===== config.mk =====
export PLATFORM = sky130hd
export DESIGN_NAME = tap_ctrl
export DESIGN_NICKNAME = d
export VERILOG_FILES = /design/src/core/tap_pkg.sv /design/src/core/pin_sync.sv /design/src/core/word_fifo.sv /design/src/core/tap_ctrl.sv
export SDC_FILE = /design/constraint.sdc
export NUM_CORES = 1
export LEC_CHECK = 0
export BUFFER_PORTS_ARGS = -buffer_cell sky130_fd_sc_hd__buf_4
export CAP_MARGIN = 20
export CORE_ASPECT_RATIO = 0.9
export CORE_MARGIN = 8
export CORE_UTILIZATION = 55
export CTS_BUF_LIST = sky130_fd_sc_hd__clkbuf_8 sky130_fd_sc_hd__clkbuf_16
export CTS_CLUSTER_SIZE = 12
export DETAILED_ROUTE_END_ITERATION = 6
export GPL_ROUTABILITY_DRIVEN = 0
export HOLD_SLACK_MARGIN = 0.08
export PLACE_DENSITY = 0.73
export SETUP_SLACK_MARGIN = 0.05
export SYNTH_ARGS = -nofsm -noshare
export SYNTH_HDL_FRONTEND = slang
export SYNTH_SLANG_ARGS = --single-unit

===== constraint.sdc =====
create_clock -name clk -period 3.9 [get_ports clk]
set_clock_uncertainty 0.05 [all_clocks]
set_input_delay 0.78 -clock clk [delete_from_list [all_inputs] [get_ports clk]]
set_output_delay 0.78 -clock clk [all_outputs]
set_load 0.01 [all_outputs]

===== src/core/tap_pkg.sv =====
// test access port controller: shared states, codes, field positions and pin bundle
// assumes one system clock samples the test pins; no software registers exist

package tap_pkg;

  // ------------------------------------------------------------
  // controller states
  // ------------------------------------------------------------
  typedef enum logic [3:0] {
    ST_RESET      = 4'h0,
    ST_IDLE       = 4'h1,
    ST_SEL_DR     = 4'h2,
    ST_CAPTURE_DR = 4'h3,
    ST_SHIFT_DR   = 4'h4,
    ST_EXIT1_DR   = 4'h5,
    ST_PAUSE_DR   = 4'h6,
    ST_EXIT2_DR   = 4'h7,
    ST_UPDATE_DR  = 4'h8,
    ST_SEL_IR     = 4'h9,
    ST_CAPTURE_IR = 4'ha,
    ST_SHIFT_IR   = 4'hb,
    ST_EXIT1_IR   = 4'hc,
    ST_PAUSE_IR   = 4'hd,
    ST_EXIT2_IR   = 4'he,
    ST_UPDATE_IR  = 4'hf
  } tap_state_t;

  // ------------------------------------------------------------
  // instruction register
  // ------------------------------------------------------------
  localparam int         IR_W       = 4;
  localparam logic [3:0] IR_CAPTURE = 4'h1;
  // instruction codes are arbitrary
  localparam logic [3:0] IR_IDCODE  = 4'h1;
  localparam logic [3:0] IR_DATA    = 4'h2;
  localparam logic [3:0] IR_STATUS  = 4'h3;
  localparam logic [3:0] IR_BYPASS  = 4'hf;
  localparam logic [3:0] IR_RESET   = IR_IDCODE;

  // ------------------------------------------------------------
  // data registers
  // ------------------------------------------------------------
  localparam int          DR_W        = 32;
  localparam int          ST_PEND_BIT = 0;
  localparam int          ST_OVF_BIT  = 1;
  localparam int          ST_FULL_BIT = 2;
  localparam int          FIFO_DEPTH  = 32;
  localparam int          SYNC_STAGES = 2;
  // identity value is arbitrary
  localparam logic [31:0] ID_VALUE    = 32'h0000_0001;

  // ------------------------------------------------------------
  // pin bundle from the far controller
  // ------------------------------------------------------------
  typedef struct packed {
    logic tck;
    logic tms;
    logic tdi;
  } tap_pins_t;

endpackage


===== src/core/pin_sync.sv =====
// two-stage synchroniser for a bundle of asynchronous inputs
// assumes each bit is an independent level; only stage two is read outside

`timescale 1ns/1ps

module pin_sync
  import tap_pkg::*;
#(
  parameter int W = 3
) (
  // clock and reset
  input  wire logic         clk,
  input  wire logic         sys_rst,
  // bundle
  input  wire logic [W-1:0] d_in,
  output      logic [W-1:0] q_out
);

  logic [W-1:0] meta_r;
  logic [W-1:0] hold_r;

  initial begin
    if (W < 1) $error("pin_sync: width must be at least one");
  end

  always_ff @(posedge clk) begin
    if (sys_rst) begin
      meta_r <= '0;
      hold_r <= '0;
    end else begin
      meta_r <= d_in;
      hold_r <= meta_r;
    end
  end

  assign q_out = hold_r;

endmodule // pin_sync


===== src/core/word_fifo.sv =====
// synchronous fifo with registered read data, valid/ready on both sides
// assumes a single clock; out_data only changes when a word is taken or loaded

`timescale 1ns/1ps

module word_fifo
  import tap_pkg::*;
#(
  parameter int W     = 32,
  parameter int DEPTH = FIFO_DEPTH
) (
  // clock and reset
  input  wire logic         clk,
  input  wire logic         sys_rst,
  // filling side
  input  wire logic         in_valid,
  output      logic         in_ready,
  input  wire logic [W-1:0] in_data,
  // draining side
  output      logic         out_valid,
  input  wire logic         out_ready,
  output      logic [W-1:0] out_data
);

  localparam int AW = (DEPTH > 1) ? $clog2(DEPTH) : 1;

  logic [W-1:0]  mem_r [DEPTH];
  logic [AW-1:0] wr_ptr_r;
  logic [AW-1:0] rd_ptr_r;
  logic [AW:0]   count_r;
  logic          out_valid_r;
  logic [W-1:0]  out_data_r;

  initial begin
    if (W < 1 || DEPTH < 2 || (DEPTH & (DEPTH - 1)) != 0)
      $error("word_fifo: width >= 1 and power-of-two depth >= 2 required");
  end

  wire push     = in_valid && in_ready;
  wire out_free = !out_valid_r || out_ready;
  wire pop      = out_free && (count_r != '0);

  assign in_ready  = (count_r != (AW+1)'(DEPTH));
  assign out_valid = out_valid_r;
  assign out_data  = out_data_r;

  always_ff @(posedge clk) begin
    if (push) begin
      mem_r[wr_ptr_r] <= in_data;
    end
  end

  always_ff @(posedge clk) begin
    if (sys_rst) begin
      wr_ptr_r <= '0;
      rd_ptr_r <= '0;
      count_r  <= '0;
    end else begin
      if (push) wr_ptr_r <= wr_ptr_r + 1'b1;
      if (pop) rd_ptr_r <= rd_ptr_r + 1'b1;
      count_r <= count_r + (AW+1)'(push) - (AW+1)'(pop);
    end
  end

  // read data always leave through a register
  always_ff @(posedge clk) begin
    if (sys_rst) begin
      out_valid_r <= 1'b0;
      out_data_r  <= '0;
    end else if (out_free) begin
      out_valid_r <= pop;
      if (pop) out_data_r <= mem_r[rd_ptr_r];
    end
  end

endmodule // word_fifo


===== src/core/tap_ctrl.sv =====
// test access port controller: sixteen-state machine, instruction and data paths
// assumes tck/tms/tdi are asynchronous pins sampled by clk, far more slowly toggling
// than clk (at least four clk periods per tck level); tdo drive is split into level and enable
//
// Operation
// - controller is a finite state machine of exactly sixteen states
// - each rising test clock edge advances state, chosen by sampled mode-select
// - after power-on reset the machine starts in Test-Logic-Reset
// - every shift register moves least significant bit first, in and out
// - from Run-Test/Idle, mode-select 1,1,0,0 reaches Shift-IR
// - instruction register is four bits, loaded serially from data input in Shift-IR
// - while instruction shifts in, captured pattern 0x01 shifts out
// - active instruction selects the data register between data input and output
// - from either shift state, mode-select 1,1,0 returns to idle via update
// - shifted instruction reaches the parallel output only in Update-IR
// - Exit-IR, Pause-IR and Exit2-IR do no register action
// - from idle, mode-select 1,0,0 reaches Shift-DR, shifting selected register
// - Capture-DR loads parallel inputs; Shift-DR then shifts them out
// - latched parallel data output changes only in Update-DR
// - Exit-DR, Pause-DR and Exit2-DR do no register action
// - mode-select high for five test clocks always reaches Test-Logic-Reset
// - data output is undriven except from a falling test clock edge in a shift state until the next falling edge
// - no dedicated test-reset input; reset by power-on or mode-select only

`timescale 1ns/1ps

module tap_ctrl
  import tap_pkg::*;
#(
  parameter int DATA_W = 32,
  parameter int DEPTH  = FIFO_DEPTH
) (
  // clock and reset
  input  wire logic              clk,
  input  wire logic              sys_rst,
  // test pins
  input  wire tap_pins_t         pins_in,
  output      logic              tdo_out,
  output      logic              tdo_oe,
  // parallel capture source
  input  wire logic [DATA_W-1:0] cap_data,
  // received words
  output      logic              word_valid,
  input  wire logic              word_ready,
  output      logic [DATA_W-1:0] word_data,
  // controller view
  output      tap_state_t        tap_state,
  output      logic [IR_W-1:0]   active_ir,
  output      logic              logic_reset
);

  initial begin
    if (DATA_W < 1 || DATA_W > DR_W) $error("tap_ctrl: DATA_W must lie in 1..32");
    if (DEPTH < 2 || (DEPTH & (DEPTH - 1)) != 0) $error("tap_ctrl: DEPTH must be a power of two of at least 2");
  end

  // ------------------------------------------------------------
  // pin sampling
  // ------------------------------------------------------------
  tap_pins_t pins_s;
  logic      tck_q_r;

  pin_sync #(
    .W ($bits(tap_pins_t))
  ) u_sync (
    .clk     (clk),
    .sys_rst (sys_rst),
    .d_in    (pins_in),
    .q_out   (pins_s)
  );

  // starts low like the idle test clock, so reset brings no false edge
  always_ff @(posedge clk) begin
    if (sys_rst) begin
      tck_q_r <= 1'b0;
    end else begin
      tck_q_r <= pins_s.tck;
    end
  end

  // edges seen on the synchronised copy; tms/tdi were sampled in the same cycle
  wire tck_rise = pins_s.tck && !tck_q_r;
  wire tck_fall = !pins_s.tck && tck_q_r;

  // ------------------------------------------------------------
  // state machine
  // ------------------------------------------------------------
  tap_state_t state_r;
  tap_state_t state_nxt;
  tap_state_t state_step;

  // sixteen states, branch by mode-select level
  always_comb begin
    state_step = state_r;
    case (state_r)
      ST_RESET:      state_step = pins_s.tms ? ST_RESET     : ST_IDLE;
      ST_IDLE:       state_step = pins_s.tms ? ST_SEL_DR    : ST_IDLE;
      ST_SEL_DR:     state_step = pins_s.tms ? ST_SEL_IR    : ST_CAPTURE_DR;
      ST_CAPTURE_DR: state_step = pins_s.tms ? ST_EXIT1_DR  : ST_SHIFT_DR;
      ST_SHIFT_DR:   state_step = pins_s.tms ? ST_EXIT1_DR  : ST_SHIFT_DR;
      ST_EXIT1_DR:   state_step = pins_s.tms ? ST_UPDATE_DR : ST_PAUSE_DR;
      ST_PAUSE_DR:   state_step = pins_s.tms ? ST_EXIT2_DR  : ST_PAUSE_DR;
      ST_EXIT2_DR:   state_step = pins_s.tms ? ST_UPDATE_DR : ST_SHIFT_DR;
      ST_UPDATE_DR:  state_step = pins_s.tms ? ST_SEL_DR    : ST_IDLE;
      ST_SEL_IR:     state_step = pins_s.tms ? ST_RESET     : ST_CAPTURE_IR;
      ST_CAPTURE_IR: state_step = pins_s.tms ? ST_EXIT1_IR  : ST_SHIFT_IR;
      ST_SHIFT_IR:   state_step = pins_s.tms ? ST_EXIT1_IR  : ST_SHIFT_IR;
      ST_EXIT1_IR:   state_step = pins_s.tms ? ST_UPDATE_IR : ST_PAUSE_IR;
      ST_PAUSE_IR:   state_step = pins_s.tms ? ST_EXIT2_IR  : ST_PAUSE_IR;
      ST_EXIT2_IR:   state_step = pins_s.tms ? ST_UPDATE_IR : ST_SHIFT_IR;
      ST_UPDATE_IR:  state_step = pins_s.tms ? ST_SEL_DR    : ST_IDLE;
      default:       state_step = ST_RESET;
    endcase
  end

  // every path with tms high ends in reset within five rises
  assign state_nxt = tck_rise ? state_step : state_r;

  // system reset stands in for power-on; there is no test-reset pin
  always_ff @(posedge clk) begin
    if (sys_rst) begin
      state_r <= ST_RESET;
    end else begin
      state_r <= state_nxt;
    end
  end

  // ------------------------------------------------------------
  // state decode
  // ------------------------------------------------------------
  wire in_reset      = (state_r == ST_RESET);
  wire in_capture_ir = (state_r == ST_CAPTURE_IR);
  wire in_shift_ir   = (state_r == ST_SHIFT_IR);
  wire in_update_ir  = (state_r == ST_UPDATE_IR);
  wire in_capture_dr = (state_r == ST_CAPTURE_DR);
  wire in_shift_dr   = (state_r == ST_SHIFT_DR);
  wire in_update_dr  = (state_r == ST_UPDATE_DR);
  wire in_shift      = in_shift_ir || in_shift_dr;

  // ------------------------------------------------------------
  // instruction register
  // ------------------------------------------------------------
  logic [IR_W-1:0] ir_sr_r;
  logic [IR_W-1:0] ir_sr_nxt;
  logic [IR_W-1:0] ir_r;
  logic [IR_W-1:0] ir_nxt;

  // exits and pauses fall through both chains untouched
  assign ir_sr_nxt =
    (tck_rise && in_capture_ir) ? IR_CAPTURE :
    (tck_rise && in_shift_ir)   ? {pins_s.tdi, ir_sr_r[IR_W-1:1]} :
                                  ir_sr_r;

  // latch on the falling edge inside update so the new code is stable by the next rise
  assign ir_nxt =
    in_reset                     ? IR_RESET :
    (tck_fall && in_update_ir)   ? ir_sr_r  :
                                   ir_r;

  always_ff @(posedge clk) begin
    if (sys_rst) begin
      ir_sr_r <= IR_CAPTURE;
    end else begin
      ir_sr_r <= ir_sr_nxt;
    end
  end

  // the live code moves only at update or in reset, never while shifting
  always_ff @(posedge clk) begin
    if (sys_rst) begin
      ir_r <= IR_RESET;
    end else begin
      ir_r <= ir_nxt;
    end
  end

  // ------------------------------------------------------------
  // data register selection
  // ------------------------------------------------------------
  // unknown codes fall back to bypass so the chain length stays defined
  wire sel_id     = (ir_r == IR_IDCODE);
  wire sel_data   = (ir_r == IR_DATA);
  wire sel_status = (ir_r == IR_STATUS);
  wire sel_bypass = !(sel_id || sel_data || sel_status);

  // ------------------------------------------------------------
  // receive stage in front of the fifo
  // ------------------------------------------------------------
  // the test side cannot be paused, so a word that finds the stage still
  // occupied is dropped and flagged rather than overwriting its predecessor
  logic              pend_valid_r;
  logic              pend_valid_nxt;
  logic [DATA_W-1:0] pend_data_r;
  logic [DATA_W-1:0] pend_data_nxt;
  logic              ovf_r;
  logic              ovf_nxt;
  logic              fifo_in_ready;

  logic [DR_W-1:0]   dr_sr_r;
  logic [DR_W-1:0]   dr_sr_nxt;
  logic              byp_r;
  logic              byp_nxt;

  wire update_data = tck_fall && in_update_dr && sel_data;
  wire pend_push   = pend_valid_r && fifo_in_ready;
  wire pend_room   = !pend_valid_r || pend_push;
  wire status_read = tck_rise && in_capture_dr && sel_status;

  assign pend_valid_nxt = (update_data && pend_room) ? 1'b1 :
                          pend_push                  ? 1'b0 :
                                                       pend_valid_r;
  assign pend_data_nxt  = (update_data && pend_room) ? dr_sr_r[DATA_W-1:0] : pend_data_r;

  // a fresh overflow in the read cycle survives the clear
  assign ovf_nxt = (update_data && !pend_room) ? 1'b1 :
                   status_read                 ? 1'b0 :
                                                 ovf_r;

  always_ff @(posedge clk) begin
    if (sys_rst) begin
      pend_valid_r <= 1'b0;
      pend_data_r  <= '0;
    end else begin
      pend_valid_r <= pend_valid_nxt;
      pend_data_r  <= pend_data_nxt;
    end
  end

  // sticky until the status chain is captured
  always_ff @(posedge clk) begin
    if (sys_rst) begin
      ovf_r <= 1'b0;
    end else begin
      ovf_r <= ovf_nxt;
    end
  end

  word_fifo #(
    .W     (DATA_W),
    .DEPTH (DEPTH)
  ) u_fifo (
    .clk       (clk),
    .sys_rst   (sys_rst),
    .in_valid  (pend_valid_r),
    .in_ready  (fifo_in_ready),
    .in_data   (pend_data_r),
    .out_valid (word_valid),
    .out_ready (word_ready),
    .out_data  (word_data)
  );

  // ------------------------------------------------------------
  // data shift path
  // ------------------------------------------------------------
  logic [DR_W-1:0] status_word;
  logic [DR_W-1:0] cap_word;

  always_comb begin
    status_word              = '0;
    status_word[ST_PEND_BIT] = pend_valid_r;
    status_word[ST_OVF_BIT]  = ovf_r;
    status_word[ST_FULL_BIT] = !fifo_in_ready;
  end

  assign cap_word = sel_id     ? ID_VALUE :
                    sel_status ? status_word :
                                 DR_W'(cap_data);

  // full-width register: a data word lands in its low bits after exactly 32 shifts
  assign dr_sr_nxt =
    (tck_rise && in_capture_dr) ? cap_word :
    (tck_rise && in_shift_dr)   ? {pins_s.tdi, dr_sr_r[DR_W-1:1]} :
                                  dr_sr_r;

  assign byp_nxt =
    (tck_rise && in_capture_dr) ? 1'b0 :
    (tck_rise && in_shift_dr)   ? pins_s.tdi :
                                  byp_r;

  always_ff @(posedge clk) begin
    if (sys_rst) begin
      dr_sr_r <= '0;
    end else begin
      dr_sr_r <= dr_sr_nxt;
    end
  end

  // one-bit chain for bypass and for unknown codes
  always_ff @(posedge clk) begin
    if (sys_rst) begin
      byp_r <= 1'b0;
    end else begin
      byp_r <= byp_nxt;
    end
  end

  // ------------------------------------------------------------
  // serial output
  // ------------------------------------------------------------
  // changes on the falling edge so the far side samples a settled bit on the rise
  logic tdo_r;
  logic tdo_nxt;
  logic tdo_oe_r;
  logic tdo_oe_nxt;

  wire tdo_bit = in_shift_ir ? ir_sr_r[0] :
                 sel_bypass  ? byp_r :
                               dr_sr_r[0];

  assign tdo_nxt    = tck_fall ? (in_shift ? tdo_bit : 1'b0) : tdo_r;
  assign tdo_oe_nxt = tck_fall ? in_shift : tdo_oe_r;

  always_ff @(posedge clk) begin
    if (sys_rst) begin
      tdo_r <= 1'b0;
    end else begin
      tdo_r <= tdo_nxt;
    end
  end

  // released between shifts; the far side's pull-up gives the idle level
  always_ff @(posedge clk) begin
    if (sys_rst) begin
      tdo_oe_r <= 1'b0;
    end else begin
      tdo_oe_r <= tdo_oe_nxt;
    end
  end

  // ------------------------------------------------------------
  // outputs
  // ------------------------------------------------------------
  assign tdo_out     = tdo_r;
  assign tdo_oe      = tdo_oe_r;
  assign tap_state   = state_r;
  assign active_ir   = ir_r;
  assign logic_reset = in_reset;

endmodule // tap_ctrl


* Word level (Yosys, flattened, before mapping)
Memories as Yosys holds them, arrays and structs flattened. A register that Yosys moved wholly into a read port is not among the register bits.
Cells that the tools add are included.
** Storage, ports and cells
- Bits in registers :: 105
- Bits in latches :: 0
- Memory bits (writable) :: 1024
- Memory bits (read-only) :: 0
- Input port bits :: 38
- Output and inout bits :: 44
- Word-level logic and storage cells :: 104
- Memories :: 1
** Cells by class
- $add $sub $neg :: 4
- $mul :: 0
- Divide/modulo/power cells :: 0
- Order comparisons :: 0
- Eq/ne operators :: 19
- Shift operators :: 0
- Multiplexer cells :: 26
- Bitwise operators :: 0
- Reduce and logical (&&, ||, !) cells :: 37
** Memory list
- u_fifo.mem_r :: words 32, bits a word 32, rd ports 1, clocked after memory_dff 1, write ports 1, line word_fifo.sv:27 : logic [W-1:0] mem_r [DEPTH];
** Operator list (count)
- $mux 32 :: 4
- $pmux 4 s12 :: 1
- $eq 4x4->1 const B :: 8
- $eq 4x2->1 const B :: 4
- $eq 4x3->1 const B :: 4
- $mux 4 :: 4
- $logic_and 1x1->1 :: 14
- $mux 1 :: 12
- $add 5x1->5 const B :: 2
- $reduce_or 2->1 :: 5
- $eq 4x1->1 const B :: 2
- $add 6x1->6 :: 1
- $logic_not 1->1 :: 6
- $mux 2 :: 3
- $mux 3 :: 2
- $ne 6x6->1 const B :: 1
- $reduce_bool 2->1 :: 3
- $reduce_bool 6->1 :: 1
- $sub 6x1->6 :: 1
- $logic_or 1x1->1 :: 5
- $logic_not 4->1 :: 1
- $reduce_or 3->1 :: 1
- $reduce_and 2->1 :: 1

* Longest topological paths before layout
Gate-level depths: netlist of run 1.
- Depth after elaboration :: 6
- Depth in mapped cells :: 14
- Mapped depth without buffers :: 13

* Modules after synthesis
From an unflattened synthesis of run 1, not the netlist that was laid out.
** Second synthesis, totals
- Cells, all modules :: 2305
- Area total of the unflattened synthesis :: 44645.3 µm²
** Modules (own cells, without submodules)
- word_fifo :: instances 1, cells each 1893, area an instance 40822.9 µm², sequential area each 31730.4 µm²
- tap_ctrl :: instances 1, cells each 400, area an instance 3664.8 µm², sequential area each 1641.6 µm²
- pin_sync :: instances 1, cells each 12, area an instance 157.7 µm², sequential area each 120.1 µm²

* Least setup slack after synthesis of run 1
OpenSTA, ideal clock, no wires.
- Kind :: register -> register
- From :: register u_fifo.count_r[2]
- To :: memory u_fifo.mem_r[31][0], enable pin
- Library setup time :: 421 ps
- Data arrival time :: 2752 ps
- Required time :: 3429 ps
- Path slack :: 677 ps
- Stages on the path, launching flop included :: 7
- Buffers on the path :: 0
- Clock period less this slack :: 3223 ps
- Cells stage by stage :: dfxtp_1 -> inv_1 -> ha_1 -> nor4bb_1 -> nor2_1 -> nand2_1 -> nor2_1
** On the way
- Longest elaborated chain between the ends :: 4
** Ends and longest elaborated chain
- start, declared :: line word_fifo.sv:30 : logic [AW:0] count_r;
- start signal, assigned :: line word_fifo.sv:61 : count_r <= count_r + (AW+1)'(push) - (AW+1)'(pop);
- $ne 6x6->1 :: line word_fifo.sv:43 : assign in_ready = (count_r != (AW+1)'(DEPTH));
- $logic_and 1x1->1 :: line word_fifo.sv:39 : wire push = in_valid && in_ready;
- $mux 1 :: line word_fifo.sv:48 : if (push) begin
- $mux 1 (implied by the code) :: line word_fifo.sv:49 : mem_r[wr_ptr_r] <= in_data;
- end, declared :: line word_fifo.sv:27
Every way passes these cells.

==> impl_metrics.toml, run 1 <==
[worst_setup_path]
critPathRequiredTime_ps = 4420
ff2ff_path_depth = 6
worstSetupPathType = "reg2reg"
timing.critical_path.fanout_max = 47
crit_path_end_kind = "flop"
cp-start-kind = "flop"
worst-endpoint-arrival_ps = 3830

[cts]
post-cts-setup-buffer-count = 0
ctsResizeCount = 0
numCtsBuffers = 113
tritoncts = "done"
cts_buffer_depth = 3
clock_tree.root_cell = "clkbuf_16"
cts.hold.buffers_added = 0
clk_latency_ps = 690
clk_pin_slew_worst_paths_ps = 60
clock_sinks = 1161
ctsHtreeMaxLevel = 3

[drt]
wl_per_cell_um = 29.83
final_antenna_net_count = 0
detailedRoute.firstIterationViolations = 2993
routed_via_density = 6.520
drtPass1Iterations = 7
via_count = 23490
postRouteWirelength_um = 107500
drc = 0

[timing]
final_period_minus_worst_setup_slack_ps = 3311
setup_tns_ps = 0
finalCritPeriodShare = 0.8489
final_max_slew_viol_count = 0
grt_setup_unrepaired = "no"
setup-violations-final = 0
hold_viol_final = 0
fmax_ghz = 0.3021
timing_worst_slew_pin_value_ps = 1080
timing.final.ws_setup_ps = 589.4
relative_max_transition_margin = 0.2792

[placement]
port-buffer-count = 81
detailed_place_hpwl_um = 62670
preCtsSetupSlack_ps = 649.6

[finish]
diodes = 0
drive_gt1_frac = 0.2280
area_growth_syn_to_layout_pct = 14.12
total_number_of_nets_in_the_final_design = 2512

[synthesis]
synth.distinct_cells = 58
post_synth_fa_ha_maj_area_fraction = 0.004414
synth-edff-count = 1024
synthesized_area_um2 = 44220
synth_warnings = 0
synth_seq_cells = 1161
xor_xnor_fraction_of_synth_area = 0.002575
synth_fp_nets = 2340
dominant_combinational_cell_family_by_area_after_synthesis = "multiplexers"
avgSynthCellArea_um2 = 19.33
yosys.area_share.simple = 0.02530
synth_cells = 2287
synth.yosys.seq_area_share = 0.7574
synth-compound-area-share = 0.06191
yosys-mux-area-fraction = 0.1311
async_flop_share = 0
ys.flop_type = "edfxtp_1"

[floorplanning]
initial_util = 0.5557
pin_count = 82
number_of_placement_rows = 98
die_height_um = 285.0
die_area_um2 = 89740
dieWidth_um = 314.9
core-area_um2 = 79580

[grt]
grt_pass1_wl_um = 156800
pin_count_of_the_biggest_net_entering_global_routing = 66
grt_antenna_before_repair = 3
grt_overflow_total = 0
grt_usage = 0.2356
grt_pass1_vias = 23540

[pwr]
power_density_nw_per_um2 = 583.2
vdd.ir_drop.worst_mv = 0.4582
p_leak_nw = 16.63

[run]
maxCapViolCount = 0

[hold_path]
hold_path_depth = 2
hold_path_class = "in2reg"

[run_status]
run_status = "finished clean"
placed cells by master, fill, tap and decap left out, types with 33 or more instances in the layout:
cell / n
a21oi_1: 112
a22o_1: 62
a22oi_1: 33
buf_4: 174
clkbuf_16: 116
dfxtp_1: 133
edfxtp_1: 1024
inv_1: 83
mux2i_1: 139
mux4_2: 176
nand2_1: 80
nor2_1: 64
nor2_4: 34
per-layer routing:
| metal | vias up | part of all wire | global-route usage |
|---|---|---|---|
| met4 | 2 | 0.026 | 0.06736 |
| li1 | 9792 | - | - |
| met3 | 176 | 0.11 | 0.05945 |
| met1 | 12190 | 0.40 | 0.3376 |
| met5 | - | 0.00012 | 0 |
| met2 | 1329 | 0.47 | 0.3613 |
per-stage QoR:
stage	hold slack, ps	std cells	util	power, mW	instance area [um2]
after global routing	260.8	3603	0.6341	30.36	50460
after CTS	243.5	3598	0.6324	29.57	50320
after detailed placement	374.0	3389	0.5889	19.64	46860
after floorplan	363.8	2287	-	18.03	44220
after global placement	369.5	3388	0.5886	19.56	46840
final	276.0	3603	0.6341	29.43	50460
power by group:
group / internal, mW / switching, mW / total, mW
Combinational: 2.70 / 2.81 / 5.51
Clock: 5.61 / 4.44 / 10.0
Sequential: 13.5 / 0.356 / 13.9
Total: 21.8 / 7.61 / 29.4
sequential cells by signal (all words and copies together), names as in the netlist, 3 cells and up:
signal           count
u_fifo.mem_r      1024
active_ir            4
u_sync.q_out         3
tap_state            4
dr_sr_r             32
u_sync.meta_r        3
u_fifo.out_data     32
pend_data_r         32
ir_sr_r              4
u_fifo.count_r       6
u_fifo.wr_ptr_r      5
u_fifo.rd_ptr_r      5
final cells by class:
type / count / area [um2]
tap: 1050 / 1314
clock inverter: 79 / 364.1
fill: 5208 / 29120
inverter: 15 / 56.30
multi-input combinational: 968 / 10250
sequential: 1161 / 33510
timing repair buffer: 200 / 1872
clock buffer: 130 / 3095
synth_stat cells (all sizes together) (33+ instances only):
cell | n | area (um2)
a22oi | 33 | 247.7
mux2i | 139 | 1391
nand2 | 80 | 300.3
mux4 | 192 | 4384
a22o | 62 | 543.0
nor2 | 99 | 374.1
a21oi | 112 | 560.5
clkbuf | 87 | 326.6
edfxtp | 1024 | 30750
a2111oi | 33 | 419.2
dfxtp | 137 | 2743
buf | 56 | 380.4
worst paths after layout:
path                           start                  end  slack (ps)
setup reg to reg  u_fifo.rd_ptr_r[2]  u_fifo.out_data[29]         590
setup / recovery  u_fifo.rd_ptr_r[2]  u_fifo.out_data[29]         590
hold reg to reg     u_sync.meta_r[0]      u_sync.q_out[0]         390
hold / removal            pins_in[1]     u_sync.meta_r[1]         280
worst max-delay path, cell delays in order (launching register included):
cell       delay (ps)
dfxtp_4           880
buf_4             570
mux4_2            380
a22o_1            260
a2111oi_2         680
a21oi_1           110
a22o_1            220
cell families (layout without fill, tap and decap cells):
logic type,count (synthesis),after routing
buf+inv,158,424
simple gates,246,246
mux,333,333
flops,1161,1161
compound gates,361,361
fa+ha+maj,15,15
xor+xnor,13,13
Note: power is estimated with default switching activity, not from simulation.
==> run 2, diff against run 1 <==
- ABC_AREA: not set -> 1
- PLACE_DENSITY: 0.73 -> 0.76
- clock period: 3.9 -> 2.8 ns (I/O delays scaled with it)
==> run 2 against run 1 <==
Clock-buffer cell count down 10. Cell count up 67%. Worst hold slack worse by 160 ps. Critical endpoint is now u_fifo.count_r[4]. Clock power up 37%.
==> impl_metrics.toml, run 2 <==
[timing]
hold_ws_ps = 120.4
relative_max_transition_margin = 0.2241
fmax_ghz = 0.4087
final_period_minus_worst_setup_slack_ps = 2447
hold_viol_final = 0
setup_tns_ps = 0
setup-violations-final = 0
final_max_slew_viol_count = 0
timing.final.ws_setup_ps = 353.3
grt_setup_unrepaired = "no"
timing_worst_slew_pin_value_ps = 1162
finalCritPeriodShare = 0.8738

[pwr]
power_density_nw_per_um2 = 776.3
sw_ratio = 0.3085
cellInternalPower_mw = 29.31
power_frac_clock = 0.323
p_leak_nw = 22.03
comb_power_share = 0.226
vdd.ir_drop.worst_mv = 0.6746
switching_power_mw = 13.07
power_frac_seq = 0.451
power.total_mw = 42.38

[drt]
postRouteWirelength_um = 128300
route.met3.wl_um = 14880
drc = 0
dr_wl_met2_um = 59120
wl_met1_um = 49810
detailedRoute.firstIterationViolations = 4792
top_sig_layer = "met4"
final_antenna_net_count = 0
wl_per_cell_um = 21.36
routed_via_density = 5.691
drtPass1Iterations = 6
via_count = 34170

[finish]
register_ranked_first_by_flip_flop_count = "u_fifo.mem_r"
area_growth_syn_to_layout_pct = 12.77
post-route-cell-area_um2 = 54600
diodes = 0
post_route_core_utilization = 0.6240
fillers = 6524
area.sequential_um2 = 33500
fin_cells = 6005
multi_input_area_um2 = 12080
largest_register_ffs = 1024
total_number_of_nets_in_the_final_design = 4820
most-common-layout-cells = "nand2_1 (1526), edfxtp_1 (1024), nand3_1 (675), inv_1 (535), nor2_1 (226)"
drive_gt1_frac = 0.08804
layout.cells.most_common = "nand2_1"

[synthesis]
synth-edff-count = 1024
ys.flop_type = "edfxtp_1"
synth_warnings = 0
synth_area_leaders = "edfxtp_1 (64%), nand2_1 (12%), nand3_1 (7.0%)"
synth_area_leader_cell = "edfxtp_1"
async_flop_share = 0
synth_largest_type_area_fraction = 0.6351
synth_seq_cells = 1161
synth.distinct_cells = 35
post-synth-top-count-cell = "nand2_1"
synth.yosys.seq_area_share = 0.6918
synth_cells = 4664
most_used_standard_cells_in_the_synthesized_netlist = "nand2_1 (1528), edfxtp_1 (1024), nand3_1 (675)"
synthesized_area_um2 = 48420
synth_fp_nets = 4717
avgSynthCellArea_um2 = 10.38

[placement]
place_area_um2 = 51150
preCtsSetupSlack_ps = 138.0
placed_cells = 5800
port-buffer-count = 81
detailed_place_hpwl_um = 72570

[floorplanning]
initial_util = 0.5533
die_area_um2 = 97790
die_height_um = 297.5
dieWidth_um = 328.7
number_of_placement_rows = 103
pin_count = 82
core-area_um2 = 87510

[worst_setup_path]
worst-endpoint-arrival_ps = 3000
worstSetupPathType = "reg2reg"
timing.critical_path.fanout_max = 2
ff2ff_path_depth = 16
crit_path_end_kind = "flop"
cp-start-kind = "flop"
critPathRequiredTime_ps = 3350

[grt]
grt_antenna_before_repair = 1
grt_usage = 0.2554
grt_pass1_wl_um = 192900
grt_pass1_vias = 32890
pin_count_of_the_biggest_net_entering_global_routing = 139
grt_overflow_total = 0

[cts]
tritoncts = "done"
clk_latency_ps = 690
numCtsBuffers = 113
cts_buffer_depth = 3
post-cts-setup-buffer-count = 0
clk_pin_slew_worst_paths_ps = 60
clock_sinks = 1161
ctsHtreeMaxLevel = 3
clock_tree.root_cell = "clkbuf_16"

[hold_path]
hold_path_depth = 3
hold_path_class = "in2reg"

[run]
maxCapViolCount = 0

[run_status]
run_status = "finished clean"
## run 2: power by group through the flow
| stage | Clock (mW) | Combinational [mW] | Sequential, mW |
|---|---|---|---|
| floorplan | 0 | 6.38 | 19.4 |
| global placement | 0 | 9.17 | 19.5 |
| detailed placement | 0 | 9.39 | 19.5 |
| CTS | 13.8 | 9.50 | 19.1 |
| global route | 14.4 | 10.6 | 19.1 |
| finish | 13.7 | 9.59 | 19.1 |
## run 2: worst max-delay path: stages (launching register included)
cell	delay, ps
dfxtp_1	310
inv_1	80
ha_1	170
nand4_1	110
nand2_2	90
clkinv_2	60
ha_1	280
inv_1	40
ha_1	210
fa_2	370
nand2_1	60
inv_1	50
nor2_1	90
nor2_1	50
nor2_1	110
o21ai_0	90
a21oi_1	170
## run 2: final cells by class
class                           count  share of cell area
Clock buffer                      120             0.05397
Clock inverter                     78            0.006623
Inverter                          489             0.03410
Multi-Input combinational cell   2761              0.2213
Sequential cell                  1161              0.6136
Tap cell                         1155             0.02647
Timing Repair Buffer              241             0.04391
## run 2: cells by family after synthesis
kind of cell | Yosys count | synth area share
flops | 1161 | 0.6918
fa+ha+maj | 15 | 0.004032
buf+inv | 742 | 0.06386
compound gates | 268 | 0.02933
simple gates | 2478 | 0.2110
## run 2: final timing paths
path / start / end / slack [ps]
setup reg to reg: u_fifo.count_r[2] / u_fifo.count_r[4] / 350
hold / removal: cap_data[8] / dr_sr_r[8] / 120
hold reg to reg: u_sync.meta_r[2] / u_sync.q_out[2] / 350
setup / recovery: u_fifo.count_r[2] / u_fifo.count_r[4] / 350
## run 2: metal layers
metal,global-route usage,up-vias
met2,0.4085,2046
met4,0.08862,0
li1,-,15660
met5,0,-
met3,0.04703,286
met1,0.3520,16180
## run 2: timing repair
item	CTS	global route
gates resized for setup	0	1
endpoints found under the hold margin	3	0
hold buffers	3	0
endpoints found under the setup margin	0	1
